**config.mk**
```make
export PLATFORM = sky130hd
export DESIGN_NAME = fpv_ctrl
export DESIGN_NICKNAME = d
export VERILOG_FILES = /design/src/rtl/fpv_pkg.sv /design/src/rtl/fpv_protect.sv /design/src/rtl/fpv_overlap.sv /design/src/rtl/fpv_ctrl.sv
export SDC_FILE = /design/constraint.sdc
export NUM_CORES = 1
export LEC_CHECK = 0
export BUFFER_PORTS_ARGS = -buffer_cell sky130_fd_sc_hd__buf_4
export CELL_PAD_IN_SITES_DETAIL_PLACEMENT = 1
export CELL_PAD_IN_SITES_GLOBAL_PLACEMENT = 1
export CORE_MARGIN = 5
export CORE_UTILIZATION = 35
export CTS_BUF_LIST = sky130_fd_sc_hd__clkbuf_8
export CTS_CLUSTER_DIAMETER = 100
export DETAILED_ROUTE_END_ITERATION = 6
export PLACE_DENSITY = 0.85
export SLEW_MARGIN = 20
export SYNTH_ARGS = -nofsm -noshare
export SYNTH_HDL_FRONTEND = slang
export SYNTH_SLANG_ARGS = --single-unit
```
**constraint.sdc**
```tcl
create_clock -name clk_i -period 3.3 [get_ports clk_i]
set_input_delay 0.165 -clock clk_i [delete_from_list [all_inputs] [get_ports clk_i]]
set_output_delay 0.165 -clock clk_i [all_outputs]
set_load 0.005 [all_outputs]
```
**src/rtl/fpv_pkg.sv**
```systemverilog
`default_nettype none
package fpv_pkg;
    // ==========================================
    // Register map (byte addresses)
    localparam logic [7:0] OFS_FLASH_CTRL = 8'h00;
    localparam logic [7:0] OFS_EBS_A      = 8'h04;
    localparam logic [7:0] OFS_EBS_B      = 8'h08;
    localparam logic [7:0] OFS_WSC        = 8'h0C;
    localparam logic [7:0] OFS_STATUS     = 8'h10;
    // ==========================================
    // Field positions
    localparam int FC_PROG_BIT    = 0;
    localparam int FC_ERASE_BIT   = 1;
    localparam int FC_PV_BIT      = 2;
    localparam int FC_EV_BIT      = 3;
    localparam int WSC_OVL_HI_BIT = 7;
    localparam int WSC_OVL_LO_BIT = 6;
    localparam int LARGE_BLKS     = 4;
    localparam int SMALL_BLKS     = 8;
    localparam int NUM_BLKS       = 12;
    // ==========================================
    // Reset values
    localparam logic [7:0] FC_RST    = 8'h00;
    localparam logic [7:0] EBS_A_RST = 8'h00;
    localparam logic [7:0] EBS_B_RST = 8'h00;
    localparam logic [7:0] WSC_RST   = 8'h08;
    // ==========================================
    // Overlap windows, flash side; RAM side is flash plus offset
    localparam logic [15:0] OVL_RAM_OFS = 16'hFC00;
    localparam logic [15:0] OVL_LO_BASE = 16'h0080;
    localparam logic [15:0] OVL_LO_LAST = 16'h00FF;
    localparam logic [15:0] OVL_HI_LAST = 16'h017F;
    localparam logic [15:0] OVL_VEC_BASE = 16'h0000;
    localparam logic [15:0] OVL_VEC_LAST = 16'h007F;
    // ==========================================
    // Types
    typedef enum logic [1:0] {
        LK_OPEN    = 2'b01,
        LK_TRIPPED = 2'b10
    } fpv_lock_t;
    typedef struct packed {
        logic [7:0] flash_ctrl;
        logic [7:0] ebs_a;
        logic [7:0] ebs_b;
        logic [7:0] wsc;
    } fpv_regs_t;
    typedef struct packed {
        logic                prog_act;
        logic                erase_act;
        logic                prewrite_verify;
        logic                prog_verify;
        logic                erase_verify;
        logic                rd_unreliable;
        logic [NUM_BLKS-1:0] blk_en;
    } fpv_prot_t;
    localparam fpv_regs_t REGS_RST = '{FC_RST, EBS_A_RST, EBS_B_RST, WSC_RST};
    function automatic logic fpv_in(input logic [15:0] a, input logic [15:0] lo,
                                    input logic [15:0] hi);
        fpv_in = (a >= lo) && (a <= hi);
    endfunction
endpackage
`default_nettype wire

```
**src/rtl/fpv_protect.sv**
```systemverilog
`timescale 1ns/1ps
`default_nettype none
module fpv_protect (
    input  wire logic              vpp_ok_i,
    input  wire logic              irq_i,
    input  wire logic              locked_i,
    input  wire fpv_pkg::fpv_regs_t regs_i,
    output fpv_pkg::fpv_prot_t     prot_o
);
    logic       emul_prot;
    logic       sw_prot;
    logic [3:0] mode;
    logic [fpv_pkg::NUM_BLKS-1:0] sel;

    // ==========================================
    // Protection evaluation, every cycle
    always_comb
    begin
        mode      = regs_i.flash_ctrl[3:0];
        sel       = {regs_i.ebs_a[fpv_pkg::LARGE_BLKS-1:0], regs_i.ebs_b};  // RULE5
        emul_prot = regs_i.wsc[fpv_pkg::WSC_OVL_HI_BIT] ^
                    regs_i.wsc[fpv_pkg::WSC_OVL_LO_BIT];  // RULE6
        sw_prot   = emul_prot || (sel == '0) || !vpp_ok_i || locked_i;  // RULE4
        // Abort is combinational so the cell sees no extra cycle of stress
        prot_o.prog_act  = mode[fpv_pkg::FC_PROG_BIT] && !sw_prot && !irq_i;  // RULE19
        prot_o.erase_act = mode[fpv_pkg::FC_ERASE_BIT] && !sw_prot && !irq_i;  // RULE10
        prot_o.blk_en    = sw_prot ? '0 : sel;  // RULE5
        prot_o.prewrite_verify = vpp_ok_i && (mode == 4'h0);  // RULE2
        prot_o.prog_verify  = vpp_ok_i && mode[fpv_pkg::FC_PV_BIT] &&
                              !mode[fpv_pkg::FC_PROG_BIT] && !mode[fpv_pkg::FC_ERASE_BIT];
        prot_o.erase_verify = vpp_ok_i && mode[fpv_pkg::FC_EV_BIT] &&
                              !mode[fpv_pkg::FC_PROG_BIT] && !mode[fpv_pkg::FC_ERASE_BIT];
        prot_o.rd_unreliable = mode[fpv_pkg::FC_PROG_BIT] || mode[fpv_pkg::FC_ERASE_BIT];  // RULE12
    end
endmodule
`default_nettype wire

```
**src/rtl/fpv_overlap.sv**
```systemverilog
`timescale 1ns/1ps
`default_nettype none
module fpv_overlap (
    input  wire logic        ovl_hi_i,
    input  wire logic        ovl_lo_i,
    input  wire logic        armed_i,
    input  wire logic [15:0] cpu_addr_i,
    output logic             hit_o,
    output logic [15:0]      ram_addr_o
);
    // ==========================================
    // Window select by overlap bits
    always_comb
    begin
        case ({ovl_hi_i, ovl_lo_i})  // RULE18
            2'b01:
            begin
                hit_o = fpv_pkg::fpv_in(cpu_addr_i, fpv_pkg::OVL_LO_BASE, fpv_pkg::OVL_LO_LAST);
            end
            2'b10:
            begin
                hit_o = fpv_pkg::fpv_in(cpu_addr_i, fpv_pkg::OVL_LO_BASE, fpv_pkg::OVL_HI_LAST);
            end
            2'b11:
            begin
                // Vector window only after the arming interrupt
                hit_o = armed_i &&
                        fpv_pkg::fpv_in(cpu_addr_i, fpv_pkg::OVL_VEC_BASE,
                                        fpv_pkg::OVL_VEC_LAST);  // RULE13
            end
            default:
            begin
                hit_o = 1'b0;
            end
        endcase
        // Wraps within 16 bits on purpose; carry has no meaning here
        ram_addr_o = hit_o ? 16'(cpu_addr_i + fpv_pkg::OVL_RAM_OFS) : cpu_addr_i;
    end
endmodule
`default_nettype wire

```
**src/rtl/fpv_ctrl.sv**
```systemverilog
// Operation
// RULE1: Software prewrites all flash and emulated RAM to zero before erase.
// RULE2: All four mode bits clear selects prewrite-verify; reads return verify data.
// RULE3: Software waits four microseconds after selecting prewrite-verify before reading.
// RULE4: Software protection blocks program and erase despite control bits set.
// RULE5: Block select registers gate blocks; F0 and 00 protect all.
// RULE6: Exactly one overlap bit set disables program and erase of all blocks.
// RULE7: Without programming voltage, control registers reset and all modes disabled; code keeps wait control unchanged and writable.
// RULE8: Any reset or standby initialises control registers and disables all modes; code leaves prewrite-verify selected while voltage is present.
// RULE9: External reset is held low ten clocks to guarantee reset.
// RULE10: Interrupt during program or erase aborts, keeps registers, blocks further.
// RULE11: Interrupt lockout clears only by reset, never by register write.
// RULE12: Reads while program or erase bit set are flagged unreliable.
// RULE13: Both overlap bits plus interrupt under voltage map vector RAM onto flash.
// RULE14: Software keeps NMI handler out of flash, vector in overlap RAM.
// RULE15: Boot-mode user code keeps boot vector and boot handler area intact.
// RULE16: Boot-mode user code without interrupts clears both overlap bits.
// RULE17: Software loads watchdog value per clock frequency band.
// RULE18: Overlap select bits sit at bits seven and six of wait control.
// RULE19: Program or erase active only when bit set and unprotected, each cycle.
`timescale 1ns/1ps
`default_nettype none
module fpv_ctrl (
    input  wire logic        clk_i,
    input  wire logic        rst_b_i,
    input  wire logic        hsel_i,
    input  wire logic [31:0] haddr_i,
    input  wire logic [1:0]  htrans_i,
    input  wire logic        hwrite_i,
    input  wire logic [2:0]  hsize_i,
    input  wire logic [31:0] hwdata_i,
    input  wire logic        hready_i,
    output logic             hreadyout_o,
    output logic             hresp_o,
    output logic [31:0]      hrdata_o,
    input  wire logic        prog_voltage_pin_i,
    input  wire logic        standby_i,
    input  wire logic        wdt_reset_i,
    input  wire logic        irq_i,
    input  wire logic [15:0] cpu_addr_i,
    output logic             prog_act_o,
    output logic             erase_act_o,
    output logic             prewrite_verify_o,
    output logic             prog_verify_o,
    output logic             erase_verify_o,
    output logic             rd_unreliable_o,
    output logic [11:0]      blk_en_o,
    output logic             lockout_o,
    output logic             ovl_hit_o,
    output logic [15:0]      ovl_ram_addr_o
);
    // ==========================================
    // State
    typedef struct packed {
        fpv_pkg::fpv_regs_t regs;
        fpv_pkg::fpv_lock_t lock;
        logic               ovl_armed;
        logic               ap_wr;
        logic               ap_rd;
        logic [7:0]         ap_addr;
        logic [31:0]        hrdata;
    } fpv_state_t;

    localparam fpv_state_t STATE_RST = '{fpv_pkg::REGS_RST, fpv_pkg::LK_OPEN, 1'b0,
                                         1'b0, 1'b0, 8'h00, 32'h0000_0000};

    fpv_state_t          s_r;
    fpv_state_t          s_nxt;
    fpv_pkg::fpv_prot_t  prot;
    logic                locked;
    logic                both_ovl;
    logic                ap_valid;
    logic [7:0]          status;
    logic [fpv_pkg::NUM_BLKS-1:0] blk_sel;
    logic                emul;

    assign blk_sel  = {s_r.regs.ebs_a[fpv_pkg::LARGE_BLKS-1:0], s_r.regs.ebs_b};
    assign emul     = s_r.regs.wsc[fpv_pkg::WSC_OVL_HI_BIT] ^ s_r.regs.wsc[fpv_pkg::WSC_OVL_LO_BIT];

    assign locked   = (s_r.lock == fpv_pkg::LK_TRIPPED);
    assign both_ovl = s_r.regs.wsc[fpv_pkg::WSC_OVL_HI_BIT] &&
                      s_r.regs.wsc[fpv_pkg::WSC_OVL_LO_BIT];  // RULE18
    assign ap_valid = hsel_i && hready_i && htrans_i[1];

    // ==========================================
    // Protection and overlap
    fpv_protect u_protect (
        .vpp_ok_i (prog_voltage_pin_i),
        .irq_i    (irq_i),
        .locked_i (locked),
        .regs_i   (s_r.regs),
        .prot_o   (prot)
    );

    fpv_overlap u_overlap (
        .ovl_hi_i   (s_r.regs.wsc[fpv_pkg::WSC_OVL_HI_BIT]),
        .ovl_lo_i   (s_r.regs.wsc[fpv_pkg::WSC_OVL_LO_BIT]),
        .armed_i    (s_r.ovl_armed),
        .cpu_addr_i (cpu_addr_i),
        .hit_o      (ovl_hit_o),
        .ram_addr_o (ovl_ram_addr_o)
    );

    always_comb
    begin
        status = {1'b0, prot.rd_unreliable, s_r.ovl_armed, prot.prewrite_verify,
                  prot.erase_act, prot.prog_act, locked, prog_voltage_pin_i};
    end

    // ==========================================
    // Next state
    always_comb
    begin
        s_nxt = s_r;
        // Bus data phase: write lands here, read data already staged
        if (s_r.ap_wr)
        begin
            case (s_r.ap_addr)
                fpv_pkg::OFS_FLASH_CTRL: s_nxt.regs.flash_ctrl = hwdata_i[7:0];
                fpv_pkg::OFS_EBS_A:      s_nxt.regs.ebs_a      = hwdata_i[7:0];
                fpv_pkg::OFS_EBS_B:      s_nxt.regs.ebs_b      = hwdata_i[7:0];
                fpv_pkg::OFS_WSC:        s_nxt.regs.wsc        = hwdata_i[7:0];
                default:                 s_nxt.regs            = s_r.regs;
            endcase
        end
        if (hready_i)
        begin
            s_nxt.ap_wr   = ap_valid && hwrite_i;
            s_nxt.ap_rd   = ap_valid && !hwrite_i;
            s_nxt.ap_addr = haddr_i[7:0];
        end
        if (ap_valid && !hwrite_i)
        begin
            case (haddr_i[7:0])
                fpv_pkg::OFS_FLASH_CTRL: s_nxt.hrdata = {24'h000000, s_r.regs.flash_ctrl};
                fpv_pkg::OFS_EBS_A:      s_nxt.hrdata = {24'h000000, s_r.regs.ebs_a};
                fpv_pkg::OFS_EBS_B:      s_nxt.hrdata = {24'h000000, s_r.regs.ebs_b};
                fpv_pkg::OFS_WSC:        s_nxt.hrdata = {24'h000000, s_r.regs.wsc};
                fpv_pkg::OFS_STATUS:     s_nxt.hrdata = {24'h000000, status};
                default:                 s_nxt.hrdata = 32'h0000_0000;
            endcase
        end
        // Lockout: no bus path may clear it
        case (s_r.lock)
            fpv_pkg::LK_OPEN:
            begin
                // Sampled on the unabated request; prot is already forced low by irq
                if (irq_i && prog_voltage_pin_i && prot.rd_unreliable &&
                    (blk_sel != '0) && !emul)
                begin
                    s_nxt.lock = fpv_pkg::LK_TRIPPED;  // RULE10
                end
            end
            fpv_pkg::LK_TRIPPED:
            begin
                s_nxt.lock = fpv_pkg::LK_TRIPPED;  // RULE11
            end
            default:
            begin
                s_nxt.lock = fpv_pkg::LK_TRIPPED;
            end
        endcase
        // Vector overlap arms on interrupt with voltage present
        if (!both_ovl)
        begin
            s_nxt.ovl_armed = 1'b0;
        end
        else if (irq_i && prog_voltage_pin_i)
        begin
            s_nxt.ovl_armed = 1'b1;  // RULE13
        end
        // Hardware protection overrides any write this cycle; loss of voltage leaves wait control writable
        if (!prog_voltage_pin_i)
        begin
            s_nxt.regs.flash_ctrl = fpv_pkg::FC_RST;  // RULE7
            s_nxt.regs.ebs_a      = fpv_pkg::EBS_A_RST;
            s_nxt.regs.ebs_b      = fpv_pkg::EBS_B_RST;
        end
        if (standby_i || wdt_reset_i)
        begin
            s_nxt.regs      = fpv_pkg::REGS_RST;  // RULE8
            s_nxt.ovl_armed = 1'b0;
        end
        if (wdt_reset_i)
        begin
            s_nxt.lock = fpv_pkg::LK_OPEN;  // RULE11
        end
    end

    always_ff @(posedge clk_i)
    begin
        if (!rst_b_i)
        begin
            s_r <= STATE_RST;  // RULE8
        end
        else
        begin
            s_r <= s_nxt;
        end
    end

    // ==========================================
    // Outputs
    // Zero wait states, so the bus never sees a stalled slave
    assign hreadyout_o       = 1'b1;
    assign hresp_o           = 1'b0;
    assign hrdata_o          = s_r.hrdata;
    assign prog_act_o        = prot.prog_act;
    assign erase_act_o       = prot.erase_act;
    assign prewrite_verify_o = prot.prewrite_verify;
    assign prog_verify_o     = prot.prog_verify;
    assign erase_verify_o    = prot.erase_verify;
    assign rd_unreliable_o   = prot.rd_unreliable;
    assign blk_en_o          = prot.blk_en;
    assign lockout_o         = locked;
endmodule
`default_nettype wire

```
# == Word-level counts from Yosys, hierarchy flattened ==
# Cells that the tools add are included.
# classes
n_addsub,1
mul,0
div,0
n_lt_le_gt_ge,5
n_eq_ne,13
shift,0
mux,6
n_bitwise,4
n_reduce_logical,49
# ops
operator,n
one-hot mux 8 bit (5 select lines),1
"== test 8 x 4 -> 1 bit, second input constant",4
logical AND 1 bit,24
"adder 16 bit, second input constant",1
"== test 8 x 3 -> 1 bit, second input constant",2
"greater-or-equal comparator 16 x 1 -> 1 bit, second input constant",1
"greater-or-equal comparator 16 x 8 -> 1 bit, second input constant",1
"<= comparator 16 x 7 -> 1 bit, second input constant",1
"<= comparator 16 x 8 -> 1 bit, second input constant",1
"<= comparator 16 x 9 -> 1 bit, second input constant",1
zero test 8 bit,2
two-way mux 16 bit,1
zero test 12 bit,1
two-way mux 12 bit,1
nonzero test 12 bit,1
"== test 8 x 5 -> 1 bit, second input constant",1
AND reduction 2 bit,4
zero test 1 bit,7
"== test 2 bit, second input constant",3
OR reduction 3 bit,2
logical OR 1 bit,5
"== test 2 x 1 -> 1 bit, second input constant",2
zero test 4 bit,1
two-way mux 2 bit,2
5 further kinds,8
# word_totals
ff_bits,76
latchBits,0
ram_bits,0
romBits,0
elab_cells,87
n_memories,0

# == Longest topological paths before layout ==
# Gate-level depths: netlist of run 1.
# depth
ltp_word,8
mapped_depth,7
mapped_depth_nobuf,7

# == Hierarchy ==
# Synthesis of run 1 repeated with hierarchy kept, for this count alone.
# hier_totals
cells_unflattened,361
hier_area_um2,3074.2
# modules_own_cells
module,instances,cells_per_inst,area_per_inst_um2
fpv_ctrl,1,289,2542.4
fpv_overlap,1,45,335.3
fpv_protect,1,27,196.4

# == Least setup slack after synthesis of run 1 ==
# OpenSTA, ideal clock, no wires.
# synth_timing
path_kind,flip-flop to flip-flop
startpoint,register s_r[32] (netlist name)
endpoint,register s_r[69] (netlist name)
setup_time_ns,0.128
arrival_ns,1.935
required_ns,3.172
path_slack_ns,1.238
path_stages_with_launch,6
path_buffers,0
path_cell_list,dfxtp_1 or4_4 or4b_4 nor3_4 mux2i_1 nor2_1
# synth_between
elab_chain_len,2
# synth_rtl
element,line_no,text
from (decl),fpv_ctrl.sv:67,fpv_state_t s_r;
from (signal assigned),fpv_ctrl.sv:198,s_r <= s_nxt;
zero test 8 bit,fpv_ctrl.sv:118,case (s_r.ap_addr)
AND reduction 2 bit (no source line),--,
# Every way passes these cells.
# A chain may end at the register's enable or synchronous reset.

# == Worst setup path in the final report of run 1 ==
# layout_timing
startpoint,register s_r[51] (netlist name)
endpoint,output port blk_en_o[8]
# layout_between
elab_chain_len,5
# layout_rtl
element,line_no,text
bitwise XOR 1 bit,fpv_protect.sv:21,emul_prot = regs_i.wsc[fpv_pkg::WSC_OVL_HI_BIT] ^
logical OR 1 bit (3 in a row),fpv_protect.sv:23,sw_prot = emul_prot || (sel == '0) || !vpp_ok_i || locked_i;
two-way mux 12 bit,fpv_protect.sv:27,prot_o.blk_en = sw_prot ? '0 : sel;
to (decl),fpv_ctrl.sv:47,"output logic [11:0] blk_en_o,"
# Every way passes these cells.

==> results of run 1 <==
==> critical path, delay by kind of cell, from the launching register on <==
kind	cells	cell delay, ps
buffers and inverters	3	460
AO/OA/AOI/OAI	1	460
flip-flops	1	410
AND/OR/NAND/NOR	2	340
adder cells (fa/ha/maj)	1	330
==> metal layers <==
layer | global-route usage, % | vias up
met3 | 2.662 | 7
met2 | 29.73 | 73
li1 | - | 1184
met1 | 20.30 | 1208
met5 | 0 | -
met4 | 3.633 | 0
==> layout by cell type (no fill, tap or decap), types with 2 or more instances in the layout <==
cell,Yosys,final
clkbuf_8,0,6
a211oi_1,2,2
and4b_1,2,2
inv_1,12,12
a221oi_1,3,3
conb_1,2,26
nor2_1,50,50
and4_1,2,2
nand2b_1,5,5
a21oi_1,8,8
mux4_2,8,8
nand2_1,7,7
nor3_1,6,6
mux2i_1,41,41
nor2b_1,2,2
buf_4,45,88
nand3_1,5,5
and3_1,2,2
a31oi_1,4,4
o21bai_1,4,4
nand4b_1,2,2
nor3b_1,4,4
dfxtp_1,52,52
a311oi_1,2,2
o21ai_0,3,3
ha_1,5,5
nor4_1,5,5
and2_1,14,14
==> metrics by stage <==
step	std cells	setup slack, ps	total power, mW	utilization (%)
3_3_place_gp	484	1033	0.7957	42.12
4_1_cts	491	814.0	1.178	43.23
3_5_place_dp	484	910.3	0.8019	42.12
2_1_floorplan	347	1238	0.7506	-
5_1_grt	491	699.3	1.215	43.23
6_report	491	826.0	1.174	43.23
==> cell families after synthesis <==
| group | after synthesis | share of synthesized area, % |
|---|---|---|
| simple gates | 115 | 20.77 |
| buf+inv | 68 | 14.34 |
| flops | 52 | 35.19 |
| mux | 49 | 19.97 |
| compound gates | 31 | 7.065 |
| fa+ha+maj | 5 | 2.115 |
| other cells | 2 | 0.2539 |
| xor+xnor | 1 | 0.2962 |
==> sequential cells by signal, indices dropped and copies added (netlist names) <==
signal and flops:
s_r 32, blk_sel 12, hrdata_o 8
==> path summary, 6_finish.rpt <==
| kind | endpoint | depth (start not counted) | slack [ps] |
|---|---|---|---|
| worst max-delay path | blk_en_o[8] | 7 | 830 |
| worst min-delay path | s_r[48] | 3 | 60 |
| worst max register to register | blk_sel[1] | 5 | 890 |
| worst min register to register | hrdata_o[7] | 2 | 470 |
==> final cells by class <==
class / count / area share, %
inverter: 12 / 1.268
timing repair buffer: 88 / 18.60
tap: 105 / 3.698
clock buffer: 6 / 2.325
clock inverter: 1 / 0.2466
sequential: 52 / 29.31
multi-input combinational: 227 / 44.56
==> power groups by stage <==
| stage | Clock (mW) | Sequential [mW] | Combinational (mW) |
|---|---|---|---|
| after global routing | 0.411 | 0.644 | 0.160 |
| after CTS | 0.390 | 0.642 | 0.146 |
| after detailed placement | 0 | 0.657 | 0.145 |
| after floorplan | 0 | 0.655 | 0.0954 |
| final | 0.386 | 0.642 | 0.145 |
| after global placement | 0 | 0.656 | 0.140 |
==> metrics.txt, run 1 <==
minimum clock period=2474 ps; CP max FO=12; Die H=approximately 100 um; TritonCTS Buffers=5; initial antenna violation count=0; status=finished clean; Area growth syn-to-layout=20.09%; register bit total from synthesis=52; combinational fraction of design power=12.4%; Die X=101.9 um; global route overflow=0; Avg WL per Cell=16.99 um; clk slew on worst S/H paths=~100 ps; fillcell total=962; dominant cells by area after synthesis=dfxtp_1 35%, mux2i_1 14%, buf_4 11%; P_int=0.8772 mW; Synth cell types=44; FF+latch area=1041 sq um; sequential area share after synthesis=35.19%; Setup crit start kind=register; Post-synth EDFFs=0; CORE AREA=8217 sq um; Initial Util=36.00%; Tightest Pin Transition=between 900 and 1000 ps; total number of H-tree levels=2; final WL=8.342 mm; Hold Crit Class=primary input to register; Yosys top cell area share=35.19%; routed vias/inst=5.035; max-slew violations=0; post-route cell area=3552 sq um; FP Rows=33; DR WL met2=approximately 4.3 mm; Net Sw Frac=between 20% and 30%; commonest cells in the netlist=52 x dfxtp_1, 50 x nor2_1, 45 x buf_4; first drt pass iteration count=4; global placement routability congestion=a little under 0.8; Cell Pwr Density=330.4 nW/um^2; maxcap violations=0; ys async rst share=0%; yosys warns=0; Tcrit/Tclk final=74.97%; worst-path cell chain=inv_1 > ha_1 > nand2b_1 > a311oi_1 > buf_4 > and2_1 > buf_4; crit path DAT=2310 ps; maximum VDD drop=0.1491 mV; drc violations=0; share of layout cells above drive strength 1=27.72%; I/O pin total=164; sequential group share of total power=between 50% and 60%; Worst Path Required=approximately 3100 ps; Max Freq=slightly above 0.4 GHz; Global Route Usage Sum=between 15 and 20%; Most Frequent Cell on Critical Path=buf_4; Synth area leader=dfxtp_1; Max stage delay on crit path=460 ps; # clock sinks=52; routed vias=about 2,500; antenna-violating nets left=0; Final Skew=just under 7 ps; beginning of the worst hold path=standby_i; Fin. Hold Viols=0; CTS Hold Bufs=0; HPWL after detailed placement=6.703 mm; main flop type after synthesis=dfxtp_1; critical path endpoint category=output port; Hold WS=62.17 ps; port bufs=85; slowest stage cell, crit path=a311oi_1; crit path from=s_r[51]; Slew HR=33.96%; placement-stage cell area=3461 sq um; Lkg Pwr=1.580 nW; CTS resizes=0; setup violators final=0; first-pass GRT wire length=13.37 mm; ant diodes=0; CTS tree=done; Mapped Cells=323; Multi-input gate area=1583 sq um; Final #Nets=485; post-CTS repair timing setup buffer count=0; CTS max path bufs=2; setup TNS=0 ps; RSZ-0062 raised after global routing=no; syn_area_per_cell=9.157 sq um; synthesized area=2958 sq um; largest net degree at the start of global routing=25; Die Footprint=approximately 10,000 sq um; clk_lat worst skew=310 ps; max layer used=met4; clock power share=32.9%; most frequent cell after synthesis=dfxtp_1; worst r2r src=s_r[32]; met1 wire length=between 3 and 4 mm; metal3 WL=444 um; initial DRC count=96; Crit Path Class=register to output port; NetSw=0.2965 mW; root buf cell=clkbuf_8; vias in the first global route=2,589
(Power assumes the default switching activity.)
==> run 2, diff against run 1 <==
--- a/config.mk
+++ b/config.mk
@@ -9,11 +9,11 @@
 export CELL_PAD_IN_SITES_DETAIL_PLACEMENT = 1
 export CELL_PAD_IN_SITES_GLOBAL_PLACEMENT = 1
 export CORE_MARGIN = 5
-export CORE_UTILIZATION = 35
+export CORE_UTILIZATION = 33
 export CTS_BUF_LIST = sky130_fd_sc_hd__clkbuf_8
 export CTS_CLUSTER_DIAMETER = 100
 export DETAILED_ROUTE_END_ITERATION = 6
-export PLACE_DENSITY = 0.85
+export PLACE_DENSITY = 0.8
 export SLEW_MARGIN = 20
 export SYNTH_ARGS = -nofsm -noshare
 export SYNTH_HDL_FRONTEND = slang
==> constraint.sdc (replaced) <==
create_clock -name clk_i -period 2.5 [get_ports clk_i]
set_input_delay 0.125 -clock clk_i [delete_from_list [all_inputs] [get_ports clk_i]]
set_output_delay 0.125 -clock clk_i [all_outputs]
set_load 0.005 [all_outputs]
==> metrics.txt, run 2 (same netlist as run 1, synthesis figures left out) <==
CP max FO=12 (unchanged); largest net degree at the start of global routing=25 (unchanged); clock power share=32.9% (about the same); Hold Crit Class=primary input to register (unchanged); Multi-input gate area=1583 sq um (unchanged); TritonCTS Buffers=5 (unchanged); Final Skew=8.961 ps (was 6.783 ps); CTS tree=done (unchanged); RSZ-0062 raised after global routing=no (unchanged); routing usage on met2=25.43% (was 29.73%); CTS max path bufs=2 (unchanged); beginning of the worst hold path=standby_i (unchanged); Max stage delay on crit path=410 ps (was 460 ps); Final #Nets=489 (was 485); Lkg Pwr=1.603 nW (was 1.580 nW); Final Power=1.551 mW (was 1.174 mW); global route overflow=0 (unchanged); worst-path cell chain=inv_1 > ha_1 > nand2b_1 > a311oi_1 > buf_4 > and2_1 > buf_4 (unchanged); Avg WL per Cell=17.02 um (was 16.99 um); CORE AREA=8721 sq um (was 8217 sq um); routed vias=2,442 (was 2,472); first-pass GRT wire length=13.67 mm (was 13.37 mm); Die H=104.7 um (was 101.9 um); status=finished clean (unchanged); Initial Util=33.92% (was 36.00%); Tcrit/Tclk final=94.21%; vias in the first global route=2,675 (was 2,589); FF+latch area=1041 sq um (unchanged); port bufs=85 (unchanged); Net Sw Frac=24.97% (was 25.26%); setup TNS=0 ps (unchanged); FP Rows=34 (was 33); antenna-violating nets left=0 (unchanged); FF-to-FF setup slack=280 ps (was 890 ps); commonest non-fill, non-tap cells in the layout=92 x buf_4, 52 x dfxtp_1, 50 x nor2_1 (was 88 x buf_4, 52 x dfxtp_1, 50 x nor2_1); crit path DAT=2230 ps (was 2310 ps); maximum VDD drop=0.2092 mV (was 0.1491 mV); worst r2r src=s_r[32] (unchanged); P_int=1.164 mW (was 0.8772 mW); Die X=104.7 um (was 101.9 um); max reg flops=32 (unchanged); CTS Hold Bufs=0 (unchanged); root buf cell=clkbuf_8 (unchanged); fillcell total=1,028 (was 962); Global Route Usage Sum=15.12% (was 16.34%); Die Footprint=10,960 sq um (was 10,390 sq um); initial antenna violation count=0 (unchanged); max-slew violations=0 (unchanged); post-CTS repair timing setup buffer count=0 (unchanged); total number of H-tree levels=2 (unchanged); fin cells=499 (was 491); Cell Pwr Density=431.9 nW/um^2 (was 330.4 nW/um^2); Most Crowded Layer GR=met2 (unchanged); sequential group share of total power=54.7% (about the same); # clock sinks=52 (unchanged); Max Freq=0.4246 GHz; critical path endpoint category=output port (unchanged); final WL=8.494 mm (was 8.342 mm); HPWL after detailed placement=6.817 mm (was 6.703 mm); Setup crit start kind=register (unchanged); Crit Path Class=register to output port (unchanged); Worst Path Required=2380 ps (was 3130 ps); first drt pass iteration count=4 (unchanged); DP Cell Count=491 (was 484); combinational fraction of design power=12.4% (about the same); met1 Use GR=19.95% (was 20.30%); ant diodes=0 (unchanged); maxcap violations=0 (unchanged); met3 global-route usage=2.959% (was 2.662%); minimum clock period=2355 ps; NetSw=0.3873 mW (was 0.2965 mW); drc violations=0 (unchanged); crit path from=s_r[51] (unchanged); initial DRC count=62 (was 96); Top reg by flops=s_r (unchanged); commonest non-fill, non-tap cell in the layout=buf_4 (unchanged); Slew HR=47.21% (was 33.96%); Most Frequent Cell on Critical Path=buf_4 (unchanged); routed vias/inst=4.894 (was 5.035); slowest stage cell, crit path=dfxtp_1 (was a311oi_1); setup violators final=0 (unchanged); share of layout cells above drive strength 1=28.64% (was 27.72%); CTS resizes=0 (unchanged); global placement routability congestion=0.7923 (was 0.7928); clk_lat worst skew=300 ps (was 310 ps); I/O pin total=164 (unchanged); Tightest Pin Transition=789.9 ps (was 988.5 ps); Area growth syn-to-layout=21.40% (was 20.09%); clk slew on worst S/H paths=100 ps (about the same); Fin. Hold Viols=0 (unchanged)
==> run 2: cell types whose count changed in the layout (fill, tap and decap cells not counted), sizes merged <==
cell / before / now
buf: 88 / 92
inv: 12 / 13
==> run 2: stage by stage <==
step           instance area, sq um  setup slack, ps  util (%)  hold slack (ps)
2_1_floorplan                  3048            437.6         -            228.2
3_3_place_gp                   3495            344.0     40.07            339.1
3_5_place_dp                   3495            277.5     40.07            342.1
4_1_cts                        3591            157.6     41.18            23.58
5_1_grt                        3591            19.95     41.18            21.76
6_report                       3591            144.7     41.18            26.48
==> run 2: worst paths after layout <==
path | cells after the start | endpoint
min reg2reg | 2 | s_r[44]
min | 3 | s_r[48]
max reg2reg | 6 | s_r[66]
max | 7 | blk_en_o[9]
==> run 2: worst max-delay path: cells and delay by family, from the launching register on <==
kind / cells / cell delay [ps]
buf+inv: 3 / 450
flops: 1 / 410
compound gates: 1 / 410
simple gates: 2 / 330
fa+ha+maj: 1 / 320
==> run 2: per-layer routing <==
metal,vias to the layer above,wire length [um]
met5,-,0
met3,6,351
met1,1182,3850
li1,1184,-
met4,0,76
met2,70,4215
==> run 2: cell type report <==
cell class / count / share of cell area (%)
clock inverter: 2 / 0.3833
clock buffer: 6 / 2.300
inverter: 12 / 1.254
tap: 108 / 3.763
sequential: 52 / 28.99
timing repair buffer: 92 / 19.23
multi-input combinational: 227 / 44.08
==> run 2: power by group through the flow <==
stage	clock [mW]	sequential, mW	combinational [mW]
2_1_floorplan	0	0.865	0.126
3_5_place_dp	0	0.868	0.193
3_3_place_gp	0	0.866	0.185
6_report	0.510	0.849	0.193
5_1_grt	0.561	0.851	0.212
4_1_cts	0.523	0.849	0.193
